**src/hw/gptcp_pkg.sv**
```systemverilog
package gptcp_pkg;
  localparam logic [6:0] OFS_CFG = 7'h00;
  localparam logic [6:0] OFS_MODE = 7'h04;
  localparam logic [6:0] OFS_CTL = 7'h0c;
  localparam logic [6:0] OFS_MASK = 7'h18;
  localparam logic [6:0] OFS_RAW = 7'h1c;
  localparam logic [6:0] OFS_MSK_STS = 7'h20;
  localparam logic [6:0] OFS_CLR = 7'h24;
  localparam logic [6:0] OFS_LOAD_A = 7'h28;
  localparam logic [6:0] OFS_LOAD_B = 7'h2c;
  localparam logic [6:0] OFS_MATCH_A = 7'h30;
  localparam logic [6:0] OFS_PRE_A = 7'h38;
  localparam logic [6:0] OFS_VAL_A = 7'h48;
  localparam logic [6:0] OFS_VAL_B = 7'h4c;
  localparam logic [2:0] CFG_32 = 3'h0;
  localparam logic [2:0] CFG_RTC = 3'h1;
  localparam logic [2:0] CFG_16 = 3'h4;
  localparam logic [1:0] MR_ONE = 2'h1;
  localparam logic [1:0] MR_PER = 2'h2;
  localparam logic [1:0] MR_CAP = 2'h3;
  // mode register fields
  localparam int MR_CMR_BIT = 2;
  localparam int MR_AMS_BIT = 3;
  // control register fields
  localparam int CTL_EN_BIT = 0;
  localparam int CTL_EVT_LO = 2;
  localparam int CTL_CLOCK_COUNT_DURING_DEBUG_BIT = 4;
  localparam int CTL_PWML_BIT = 6;
  localparam logic [1:0] EVT_RISE = 2'h0;
  localparam logic [1:0] EVT_FALL = 2'h1;
  localparam logic [1:0] EVT_BOTH = 2'h3;
  localparam logic [15:0] LOAD_RST = 16'hffff;
  localparam logic [31:0] CNT_RST = 32'hffffffff;
  localparam logic [31:0] RTC_START = 32'h00000001;
  localparam logic [14:0] RTC_DIV_LAST = 15'h7fff;
  typedef struct packed {
    logic rtc;
    logic cap_evt;
    logic cap_match;
    logic tout;
  } gptcp_sts_t;
  typedef enum logic [2:0] {
    MD_IDLE = 3'b000,
    MD_ONE = 3'b001,
    MD_PER = 3'b010,
    MD_RTC = 3'b011,
    MD_ECNT = 3'b100,
    MD_ETIM = 3'b101,
    MD_PWM = 3'b110
  } gptcp_mode_t;
endpackage

```
**src/hw/gptcp_timer.sv**
```systemverilog
// Notes on behaviour
// - no prescaler in edge or pwm modes
// - each selected edge decrements; match sets flag
// - on match reload, clear enable, ignore edges
// - capture mode free-runs from load, reset ffff
// - edge copies count to value reg, flags
// - edge time keeps counting, reloads at zero
// - captured value holds until next edge
// - pwm counts down, reloads, no status
// - pwm set at load, cleared at match
// - level bit inverts pwm output
// - config 0 selects 32-bit one-shot/periodic
// - writing clear bit clears timeout flag
// - one-shot stops, periodic keeps counting
// - rtc match sets flag, keeps counting
// - rtc divides input to 1 Hz
// - one-shot reloads and clears enable in the same cycle
// - load write taken next clock cycle
// - 32-bit load/value split across halves
`timescale 1ns/100ps
`default_nettype none
module gptcp_timer
  import gptcp_pkg::*;
(
  input wire logic clk,
  input wire logic rst,
  input wire logic [6:0] address,
  input wire logic read,
  input wire logic write,
  input wire logic [31:0] writedata,
  output logic [31:0] readdata,
  output logic waitrequest,
  input wire logic ccp_in,
  output logic pwm_out
);
  logic [2:0] cfg_reg;
  logic [3:0] mode_reg;
  logic [6:0] ctl_reg, ctl_next;
  gptcp_sts_t mask_reg, ris_reg, ris_next, sts_set;
  logic [15:0] load_a_reg, load_b_reg, match_a_reg;
  logic [7:0] pre_a_reg, pre_cnt_reg, pre_cnt_next;
  logic [31:0] cnt_reg, cnt_next;
  logic [15:0] cap_reg, cap_next;
  logic [14:0] div_reg, div_next;
  logic pwm_raw_reg, pwm_raw_next;
  logic sync1_reg, sync2_reg, prev_reg;
  logic wait_reg, en_clr;
  logic [31:0] rdata_reg;

  // bus handshake: one wait cycle, transfer completes on the next edge
  wire req = read | write;
  wire wr_go = write & ~wait_reg;
  wire rd_take = read & wait_reg;
  wire wr_cfg = wr_go && address == OFS_CFG;
  wire wr_mode = wr_go && address == OFS_MODE;
  wire wr_ctl = wr_go && address == OFS_CTL;
  wire wr_mask = wr_go && address == OFS_MASK;
  wire wr_clr = wr_go && address == OFS_CLR;
  wire wr_load_a = wr_go && address == OFS_LOAD_A;
  wire wr_load_b = wr_go && address == OFS_LOAD_B;
  wire wr_match = wr_go && address == OFS_MATCH_A;
  wire wr_pre = wr_go && address == OFS_PRE_A;

  wire enabled = ctl_reg[CTL_EN_BIT];
  wire [1:0] evt_sel = ctl_reg[CTL_EVT_LO +: 2];
  wire pwm_inv = ctl_reg[CTL_PWML_BIT];
  wire is_split = cfg_reg == CFG_16;

  // 32-bit or split decode of the operating mode
  // capture bit clear selects edge count, pwm decode
  gptcp_mode_t mode;
  always_comb begin
    mode = MD_IDLE;
    if (cfg_reg == CFG_RTC) begin
      mode = MD_RTC;
    end else if (cfg_reg == CFG_32 || is_split) begin
      if (is_split && mode_reg[1:0] == MR_CAP) begin
        mode = mode_reg[MR_CMR_BIT] ? MD_ETIM : MD_ECNT;
      end else if (is_split && mode_reg[MR_AMS_BIT] && !mode_reg[MR_CMR_BIT]
                   && mode_reg[1:0] == MR_PER) begin
        mode = MD_PWM;
      end else if (mode_reg[1:0] == MR_ONE) begin
        mode = MD_ONE;
      end else if (mode_reg[1:0] == MR_PER) begin
        mode = MD_PER;
      end
    end
  end

  // pin synchroniser, edges only seen past the second stage
  wire rise = sync2_reg & ~prev_reg;
  wire fall = ~sync2_reg & prev_reg;
  wire edge_hit = (evt_sel == EVT_RISE && rise) || (evt_sel == EVT_FALL && fall) ||
                  (evt_sel == EVT_BOTH && (rise | fall));

  // 32-bit view joins the upper half with the lower half
  wire [31:0] load_w = is_split ? {16'h0000, load_a_reg} : {load_b_reg, load_a_reg};
  wire [15:0] cnt16 = cnt_reg[15:0];
  wire [15:0] cnt16_dec = cnt16 - 16'h0001;
  wire cnt_zero = is_split ? (cnt16 == 16'h0000) : (cnt_reg == 32'h00000000);
  // prescaler only gates split one-shot and periodic counting
  wire pre_use = is_split && (mode == MD_ONE || mode == MD_PER);
  wire tick = !pre_use || pre_cnt_reg == 8'h00;
  wire [31:0] cnt_dec = is_split ? {16'h0000, cnt16_dec} : cnt_reg - 32'h00000001;

  always_comb begin
    cnt_next = cnt_reg;
    pre_cnt_next = pre_cnt_reg;
    cap_next = cap_reg;
    div_next = div_reg;
    pwm_raw_next = pwm_raw_reg;
    sts_set = '0;
    en_clr = 1'b0;
    if (enabled) begin
      unique case (mode)
        MD_ONE, MD_PER: begin
          if (!tick) begin
            pre_cnt_next = pre_cnt_reg - 8'h01;
          end else begin
            pre_cnt_next = pre_a_reg;
            // one-shot stops, reload and drop enable in the same cycle
            if (cnt_zero) begin
              cnt_next = load_w;
              sts_set.tout = 1'b1;
              en_clr = mode == MD_ONE;
            end else begin
              cnt_next = cnt_dec;
            end
          end
        end
        MD_RTC: begin
          // one count per 32768 input rising edges
          if (rise) begin
            div_next = div_reg + 15'h0001;
            if (div_reg == RTC_DIV_LAST) begin
              // match rolls over and raises the clock flag
              if (cnt_reg == {load_b_reg, match_a_reg}) begin
                cnt_next = '0;
                sts_set.rtc = 1'b1;
              end else begin
                cnt_next = cnt_reg + 32'h00000001;
              end
            end
          end
        end
        MD_ECNT: begin
          // selected edge decrements, match reloads and stops
          if (edge_hit) begin
            if (cnt16_dec == match_a_reg) begin
              cnt_next = load_w;
              sts_set.cap_match = 1'b1;
              en_clr = 1'b1;
            end else begin
              cnt_next = {16'h0000, cnt16_dec};
            end
          end
        end
        MD_ETIM, MD_PWM: begin
          // free-run with reload at zero, same for pwm
          cnt_next = cnt_zero ? load_w : {16'h0000, cnt16_dec};
          // capture count on edge, held otherwise
          if (mode == MD_ETIM && edge_hit) begin
            cap_next = cnt16;
            sts_set.cap_evt = 1'b1;
          end
          // assert at start value, release at match
          if (mode == MD_PWM) begin
            if (cnt16 == load_a_reg) begin
              pwm_raw_next = 1'b1;
            end else if (cnt16 == match_a_reg) begin
              pwm_raw_next = 1'b0;
            end
          end
        end
        default: ;
      endcase
    end
    // a load write replaces the running count next cycle
    if (wr_load_a) begin
      cnt_next = is_split ? {16'h0000, writedata[15:0]} : writedata;
    end
    if (wr_cfg && writedata[2:0] == CFG_RTC) begin
      cnt_next = RTC_START;
      div_next = '0;
    end
  end

  // write-one clears; a same-cycle set wins
  assign ris_next = (ris_reg & ~(wr_clr ? gptcp_sts_t'(writedata[3:0]) : '0)) | sts_set;
  assign ctl_next = wr_ctl ? writedata[6:0] : (ctl_reg & ~{6'h00, en_clr});

  wire [31:0] val_a = (mode == MD_ETIM) ? {16'h0000, cap_reg} : cnt_reg;
  wire [31:0] rd_mux =
    address == OFS_CFG ? {29'h0, cfg_reg} :
    address == OFS_MODE ? {28'h0, mode_reg} :
    address == OFS_CTL ? {25'h0, ctl_reg} :
    address == OFS_MASK ? {28'h0, mask_reg} :
    address == OFS_RAW ? {28'h0, ris_reg} :
    address == OFS_MSK_STS ? {28'h0, ris_reg & mask_reg} :
    address == OFS_LOAD_A ? load_w :
    address == OFS_LOAD_B ? {16'h0000, load_b_reg} :
    address == OFS_MATCH_A ? {16'h0000, match_a_reg} :
    address == OFS_PRE_A ? {24'h0, pre_a_reg} :
    address == OFS_VAL_A ? (is_split ? {16'h0000, val_a[15:0]} : val_a) :
    address == OFS_VAL_B ? {16'h0000, cnt_reg[31:16]} : 32'h00000000;

  always_ff @(posedge clk) begin
    if (rst) begin
      wait_reg <= 1'b1;
      rdata_reg <= '0;
      sync1_reg <= 1'b0;
      sync2_reg <= 1'b0;
      prev_reg <= 1'b0;
    end else begin
      wait_reg <= ~(req & wait_reg);
      if (rd_take) begin
        rdata_reg <= rd_mux;
      end
      sync1_reg <= ccp_in;
      sync2_reg <= sync1_reg;
      prev_reg <= sync2_reg;
    end
  end

  always_ff @(posedge clk) begin
    if (rst) begin
      cfg_reg <= '0;
      mode_reg <= '0;
      ctl_reg <= '0;
      mask_reg <= '0;
      ris_reg <= '0;
      load_a_reg <= LOAD_RST;
      load_b_reg <= LOAD_RST;
      match_a_reg <= LOAD_RST;
      pre_a_reg <= '0;
    end else begin
      if (wr_cfg) cfg_reg <= writedata[2:0];
      if (wr_mode) mode_reg <= writedata[3:0];
      if (wr_mask) mask_reg <= gptcp_sts_t'(writedata[3:0]);
      if (wr_load_a) load_a_reg <= writedata[15:0];
      // upper word of a 32-bit load lands in the upper half
      if (wr_load_a && !is_split) load_b_reg <= writedata[31:16];
      else if (wr_load_b) load_b_reg <= writedata[15:0];
      if (wr_match) match_a_reg <= writedata[15:0];
      if (wr_match && !is_split) load_b_reg <= load_b_reg;
      if (wr_pre) pre_a_reg <= writedata[7:0];
      ctl_reg <= ctl_next;
      ris_reg <= ris_next;
    end
  end

  always_ff @(posedge clk) begin
    if (rst) begin
      cnt_reg <= CNT_RST;
      pre_cnt_reg <= '0;
      cap_reg <= '0;
      div_reg <= '0;
      pwm_raw_reg <= 1'b0;
      pwm_out <= 1'b0;
    end else begin
      cnt_reg <= cnt_next;
      pre_cnt_reg <= pre_cnt_next;
      cap_reg <= cap_next;
      div_reg <= div_next;
      pwm_raw_reg <= pwm_raw_next;
      // level bit inverts the driven waveform
      pwm_out <= pwm_raw_next ^ pwm_inv;
    end
  end

  assign readdata = rdata_reg;
  assign waitrequest = wait_reg;

  a_bus_wait_one: assert property (@(posedge clk) disable iff (rst) // bus
    req && waitrequest |=> !waitrequest) else $error("no answer after one wait cycle");
  a_ecnt_match_stop: assert property (@(posedge clk) disable iff (rst)
    enabled && mode == MD_ECNT && edge_hit && cnt16_dec == match_a_reg && !wr_ctl
    |=> !enabled && ris_reg.cap_match && cnt_reg[15:0] == load_a_reg)
    else $error("edge count match did not stop and reload");
  a_ecnt_dec_one: assert property (@(posedge clk) disable iff (rst)
    enabled && mode == MD_ECNT && edge_hit && cnt16_dec != match_a_reg && !wr_load_a
    && !wr_cfg |=> cnt_reg[15:0] == $past(cnt16) - 16'h0001)
    else $error("edge did not decrement by one");
  a_etim_capture: assert property (@(posedge clk) disable iff (rst)
    enabled && mode == MD_ETIM && edge_hit |=> cap_reg == $past(cnt16) && ris_reg.cap_evt)
    else $error("edge time capture wrong");
  a_cap_hold: assert property (@(posedge clk) disable iff (rst)
    !(enabled && mode == MD_ETIM && edge_hit) |=> $stable(cap_reg))
    else $error("captured value changed without an edge");
  a_pwm_start_set: assert property (@(posedge clk) disable iff (rst)
    enabled && mode == MD_PWM && cnt16 == load_a_reg
    |=> pwm_raw_reg && pwm_out != $past(pwm_inv))
    else $error("pwm not asserted at start value");
  a_pwm_no_status: assert property (@(posedge clk) disable iff (rst)
    enabled && mode == MD_PWM && !wr_clr |=> ris_reg == $past(ris_reg))
    else $error("status changed in pwm mode");
  a_oneshot_stop: assert property (@(posedge clk) disable iff (rst)
    enabled && mode == MD_ONE && tick && cnt_zero && !wr_ctl
    |=> !enabled && ris_reg.tout) else $error("one-shot did not stop on timeout");
  a_periodic_runs: assert property (@(posedge clk) disable iff (rst)
    enabled && mode == MD_PER && tick && cnt_zero && !wr_ctl |=> enabled [*2])
    else $error("periodic timer stopped");
  a_tout_clear: assert property (@(posedge clk) disable iff (rst)
    wr_clr && writedata[0] && !sts_set.tout |=> !ris_reg.tout)
    else $error("timeout flag not cleared");
  a_load_taken: assert property (@(posedge clk) disable iff (rst)
    wr_load_a && !wr_cfg |=> cnt_reg[15:0] == $past(writedata[15:0]))
    else $error("load write not taken next cycle");
  a_rtc_div_hold: assert property (@(posedge clk) disable iff (rst)
    enabled && mode == MD_RTC && !(rise && div_reg == RTC_DIV_LAST)
    && !wr_load_a && !wr_cfg |=> $stable(cnt_reg))
    else $error("clock count moved between divided ticks");
endmodule // gptcp_timer
`default_nettype wire

```
**config.mk**
```make
export PLATFORM = sky130hd
export DESIGN_NAME = gptcp_timer
export DESIGN_NICKNAME = d
export VERILOG_FILES = /design/src/hw/gptcp_pkg.sv /design/src/hw/gptcp_timer.sv
export SDC_FILE = /design/constraint.sdc
export NUM_CORES = 1
export LEC_CHECK = 0
export BUFFER_PORTS_ARGS = -buffer_cell sky130_fd_sc_hd__buf_2
export CAP_MARGIN = 20
export CORE_MARGIN = 8
export CORE_UTILIZATION = 26
export CTS_CLUSTER_DIAMETER = 100
export DETAILED_ROUTE_END_ITERATION = 16
export PLACE_DENSITY = 0.45
export SLEW_MARGIN = 5
export SYNTH_ARGS = -nofsm -noshare
export SYNTH_HDL_FRONTEND = slang
export SYNTH_SLANG_ARGS = --single-unit
```
**constraint.sdc**
```tcl
create_clock -name clk -period 5.3 [get_ports clk]
set_input_delay 0.265 -clock clk [delete_from_list [all_inputs] [get_ports clk]]
set_output_delay 0.265 -clock clk [all_outputs]
set_load 0.005 [all_outputs]
```
==> run summary <==
The area growth from synthesis to layout is 13.6%. The mapped netlist covers 11600 um^2. Among cell families on the critical path, the largest total delay comes from simple AND/OR/NAND/NOR gates.

The layout cell share with drive strength beyond 1 is 0.123. The number of buffer cells added on primary ports came out at 77. The switching power came out at 0.813 mW. For this run, asynchronously set or reset flops after synthesis account for 0. The buffer depth of the longest clock path is 2. After the last flow step, the layout net total stands at 1626. For this run, the detailed router's first-pass iteration total came to 6. Of the total power, the share spent switching nets is 0.276. The horizontal die dimension is 227 um. The netlist uses 79 different library cells. The total power draw came out at 2.95 mW. For this run, the leading register cell type out of synthesis is sky130_fd_sc_hd__dfxtp_1. The H-tree was split into 4 levels. The number of maximum-capacitance constraint violations is 0.

The number of nets in the synthesized netlist came out at 1620. The number of cells produced by synthesis is 1569. The die area is 51600 um^2. Yosys mapped a number of flops with a built-in enable equal to 0. The final standard cell area without fillers came out at 13200 um^2. The number of failing hold endpoints at the final stage is 0. Adding up every negative setup slack in the final design gives 0 ns.

The setup slack after placement came out at 1.34 ns. The slowest stage of the critical path belongs to the cell sky130_fd_sc_hd__nor4_2. The initial antenna violation count is 0. The critical path is of the flop to flop type.

Measured against its own limit, the worst slew margin works out to 0.172. The power share of the sequential group came out at 0.479. Routability-driven placement finished with a final weighted congestion of 0.916. In this run the count of I/O pins placed on the die edge is 78.

The pin count of the biggest net entering global routing came out at 66. After global routing the overflow that remains totals 0. The HPWL reported at the end of detailed placement is 39100 um. The clock latency on the worst-skew pair came out at 0.47 ns. The endpoint type of the worst setup path is a flop. The largest fanout on the critical path is 19. The register bit total from synthesis came out at 187. The first global-routing pass estimated 78900 um of wire. On the worst path, the slowest cell contributes a delay of 0.81 ns.

The number of antenna repair diodes is 0. The post-place instance area came out at 12500 um^2. STA classifies the critical path startpoint as a flop. The min-delay analysis places its worst path in the category input port to flop.

Among the stages of the critical path, the cell type that occurs most often is sky130_fd_sc_hd__nand2_1. The power density over the cells is 224 nW/um^2. The buffer and inverter count on the worst path came out at 0. The total vias in the final route came out at 12.4k. The proportion of synthesized chip area in sequential cells is 0.323.

After clock tree synthesis, the clock-pin slew on the worst setup and hold paths is 0.08 ns. The worst-case setup margin in the final layout is 1.24 ns. The required arrival time at the worst endpoint is 5.64 ns. The final cell utilization of the core came out at 0.299.

The total length of routed wires came out at 53800 um. The routed design could run at a clock period as short as 4.06 ns. The flow ran to the end, and the final reports show no timing, DRC or antenna violations.

The chip height came out at 227 um. The number of buffers inserted during clock tree synthesis is 17. The root buffer selected by CTS is sky130_fd_sc_hd__clkbuf_16. For this design the static power due to leakage is 5.03 nW. The total internal power came out at 2.13 mW. Traced cell by cell, the critical path runs through nor4_2, nand2_1, nor4b_1, xnor2_1, nand2_1, nor3_2, o21ai_2, a221oi_1, o31ai_1. The portion of the clock cycle consumed by the worst path in the final layout is 0.766.

The combinational group share of total power is 0.057. The CTS tree is yes. Dividing the detail-routed wire length by the instance count gives 24.7 um. The initial DRC count is 1448.

The aggregate global-route resource usage came out at 0.204. Yosys printed 0 warnings. The via count of the first global-routing pass is 11.5k. For this run, design rule violations remaining after detail routing come to 0. The arrival time at the worst endpoint came out at 4.40 ns. The effective utilization at floorplan is 0.263. The average cell area after synthesis is 7.39 um^2. The maximum VDD drop came out at 0.000216 V. The number of cell rows came out at 77. The routed via count divided by cell count came out at 5.70. Setup violations remaining at the end of the flow were counted as 0. The share of total power dissipated in the clock network is 0.464. The worst-margin pin slew came out at 1.24 ns. The number of sinks on the clock net is 187.

The final worst clock skew is 0.0135 ns. The post-route antenna net violation count is 0. Setup repair after global routing left no endpoint under its margin. The final-report max-slew violation count was 0. The placeable core region came out at 44100 um^2. Gates resized during post-CTS repair numbered 0.

The highest attainable clock frequency is 246 MHz.
-- cells by family after synthesis --
group           share of synthesized area
simple gates                        0.278
compound gates                      0.242
buf+inv                            0.0509
xor+xnor                           0.0702
mux                                0.0288
fa+ha+maj                         0.00755
flops                               0.323
-- cell usage in the layout (no fill, tap or decap), types with 16 or more instances in the layout --
cell / Yosys / final
sky130_fd_sc_hd__buf_4: 1 / 37
sky130_fd_sc_hd__a22oi_1: 47 / 47
sky130_fd_sc_hd__inv_1: 21 / 20
sky130_fd_sc_hd__nor2_1: 177 / 174
sky130_fd_sc_hd__nor4_1: 26 / 24
sky130_fd_sc_hd__nand3_1: 77 / 77
sky130_fd_sc_hd__mux2i_1: 30 / 30
sky130_fd_sc_hd__o211ai_1: 39 / 39
sky130_fd_sc_hd__a22o_1: 17 / 17
sky130_fd_sc_hd__a31oi_1: 22 / 22
sky130_fd_sc_hd__dfxtp_1: 187 / 187
sky130_fd_sc_hd__xnor2_1: 24 / 24
sky130_fd_sc_hd__clkbuf_16: 0 / 17
sky130_fd_sc_hd__o21ai_0: 66 / 66
sky130_fd_sc_hd__and3_1: 16 / 16
sky130_fd_sc_hd__nand2_1: 220 / 220
sky130_fd_sc_hd__buf_2: 7 / 76
sky130_fd_sc_hd__nor3_1: 38 / 35
sky130_fd_sc_hd__xor2_1: 69 / 69
sky130_fd_sc_hd__or2_2: 22 / 22
sky130_fd_sc_hd__or3_1: 18 / 18
sky130_fd_sc_hd__a21oi_1: 115 / 115
-- metal layers --
metal / routed length [um] / global-route usage
met5: 0 / 0
met4: 1560 / 0.0706
met3: 4390 / 0.0386
met2: 23600 / 0.310
met1: 24300 / 0.287
-- cell type report --
type	count	area, um^2
inverter	21	78.8
sequential	187	3740
fill	4813	30900
timing repair buffer	116	694
tap	592	741
clock buffer	19	443
multi-input combinational	1232	7320
clock inverter	13	154
-- through the flow --
step                hold slack (ns)  std cells
floorplan                     0.381       1569
global placement              0.432       2144
detailed placement            0.429       2144
CTS                         0.00865       2177
global route                 0.0277       2180
finish                       0.0262       2180
-- repair_timing --
action	in CTS	in global routing
buffers inserted	0	0
hold buffers	1	0
endpoints found under the hold margin	1	0
-- synth_stat cells (4+ instances only) --
master / instances / area [um^2]
sky130_fd_sc_hd__nor2b_1: 13 / 81.3
sky130_fd_sc_hd__clkbuf_1: 110 / 413
sky130_fd_sc_hd__o31ai_1: 9 / 67.6
sky130_fd_sc_hd__and3_1: 16 / 100
sky130_fd_sc_hd__a221o_1: 6 / 60.1
sky130_fd_sc_hd__a221oi_1: 10 / 87.6
sky130_fd_sc_hd__nor4_1: 26 / 163
sky130_fd_sc_hd__or3_1: 18 / 113
sky130_fd_sc_hd__xor2_1: 69 / 604
sky130_fd_sc_hd__buf_1: 9 / 33.8
sky130_fd_sc_hd__a2bb2oi_1: 4 / 35.0
sky130_fd_sc_hd__nor2_1: 177 / 664
sky130_fd_sc_hd__o221ai_1: 11 / 96.3
sky130_fd_sc_hd__nand2_1: 220 / 826
sky130_fd_sc_hd__buf_2: 7 / 35.0
sky130_fd_sc_hd__nand2b_1: 12 / 75.1
sky130_fd_sc_hd__a22o_1: 17 / 149
sky130_fd_sc_hd__a21oi_1: 115 / 576
sky130_fd_sc_hd__nor3_1: 38 / 190
sky130_fd_sc_hd__nand3_1: 77 / 385
sky130_fd_sc_hd__nand4_1: 14 / 87.6
sky130_fd_sc_hd__dfxtp_1: 187 / 3740
sky130_fd_sc_hd__o21ai_0: 66 / 330
sky130_fd_sc_hd__a21o_1: 8 / 60.1
sky130_fd_sc_hd__or4_1: 10 / 75.1
sky130_fd_sc_hd__inv_1: 21 / 78.8
sky130_fd_sc_hd__nor3b_1: 4 / 30.0
sky130_fd_sc_hd__o311ai_0: 5 / 43.8
sky130_fd_sc_hd__a22oi_1: 47 / 353
sky130_fd_sc_hd__mux2i_1: 30 / 300
sky130_fd_sc_hd__o211ai_1: 39 / 293
sky130_fd_sc_hd__o41ai_1: 7 / 61.3
sky130_fd_sc_hd__or2_2: 22 / 138
sky130_fd_sc_hd__a222oi_1: 12 / 120
sky130_fd_sc_hd__o22ai_1: 5 / 31.3
sky130_fd_sc_hd__and2_1: 8 / 50.1
sky130_fd_sc_hd__ha_1: 7 / 87.6
sky130_fd_sc_hd__a211oi_1: 6 / 45.0
sky130_fd_sc_hd__xnor2_1: 24 / 210
sky130_fd_sc_hd__a31oi_1: 22 / 138
-- final timing paths --
path,start,end,slack (ns),cells past startpoint
setup reg to reg,cnt_reg[2],cnt_reg[12],1.24,9
hold reg to reg,sync1_reg,sync2_reg,0.44,1
hold / removal,read,waitrequest,0.03,2
setup / recovery,cnt_reg[2],cnt_reg[12],1.24,9
-- power groups by stage --
| stage | logic, mW | registers, mW | clock network, mW |
|---|---|---|---|
| floorplan | 0.0782 | 1.44 | 0 |
| global placement | 0.164 | 1.45 | 0 |
| detailed placement | 0.164 | 1.45 | 0 |
| CTS | 0.165 | 1.41 | 1.40 |
| global route | 0.177 | 1.41 | 1.45 |
| finish | 0.167 | 1.41 | 1.37 |
Power figures use the tool's default switching activity.
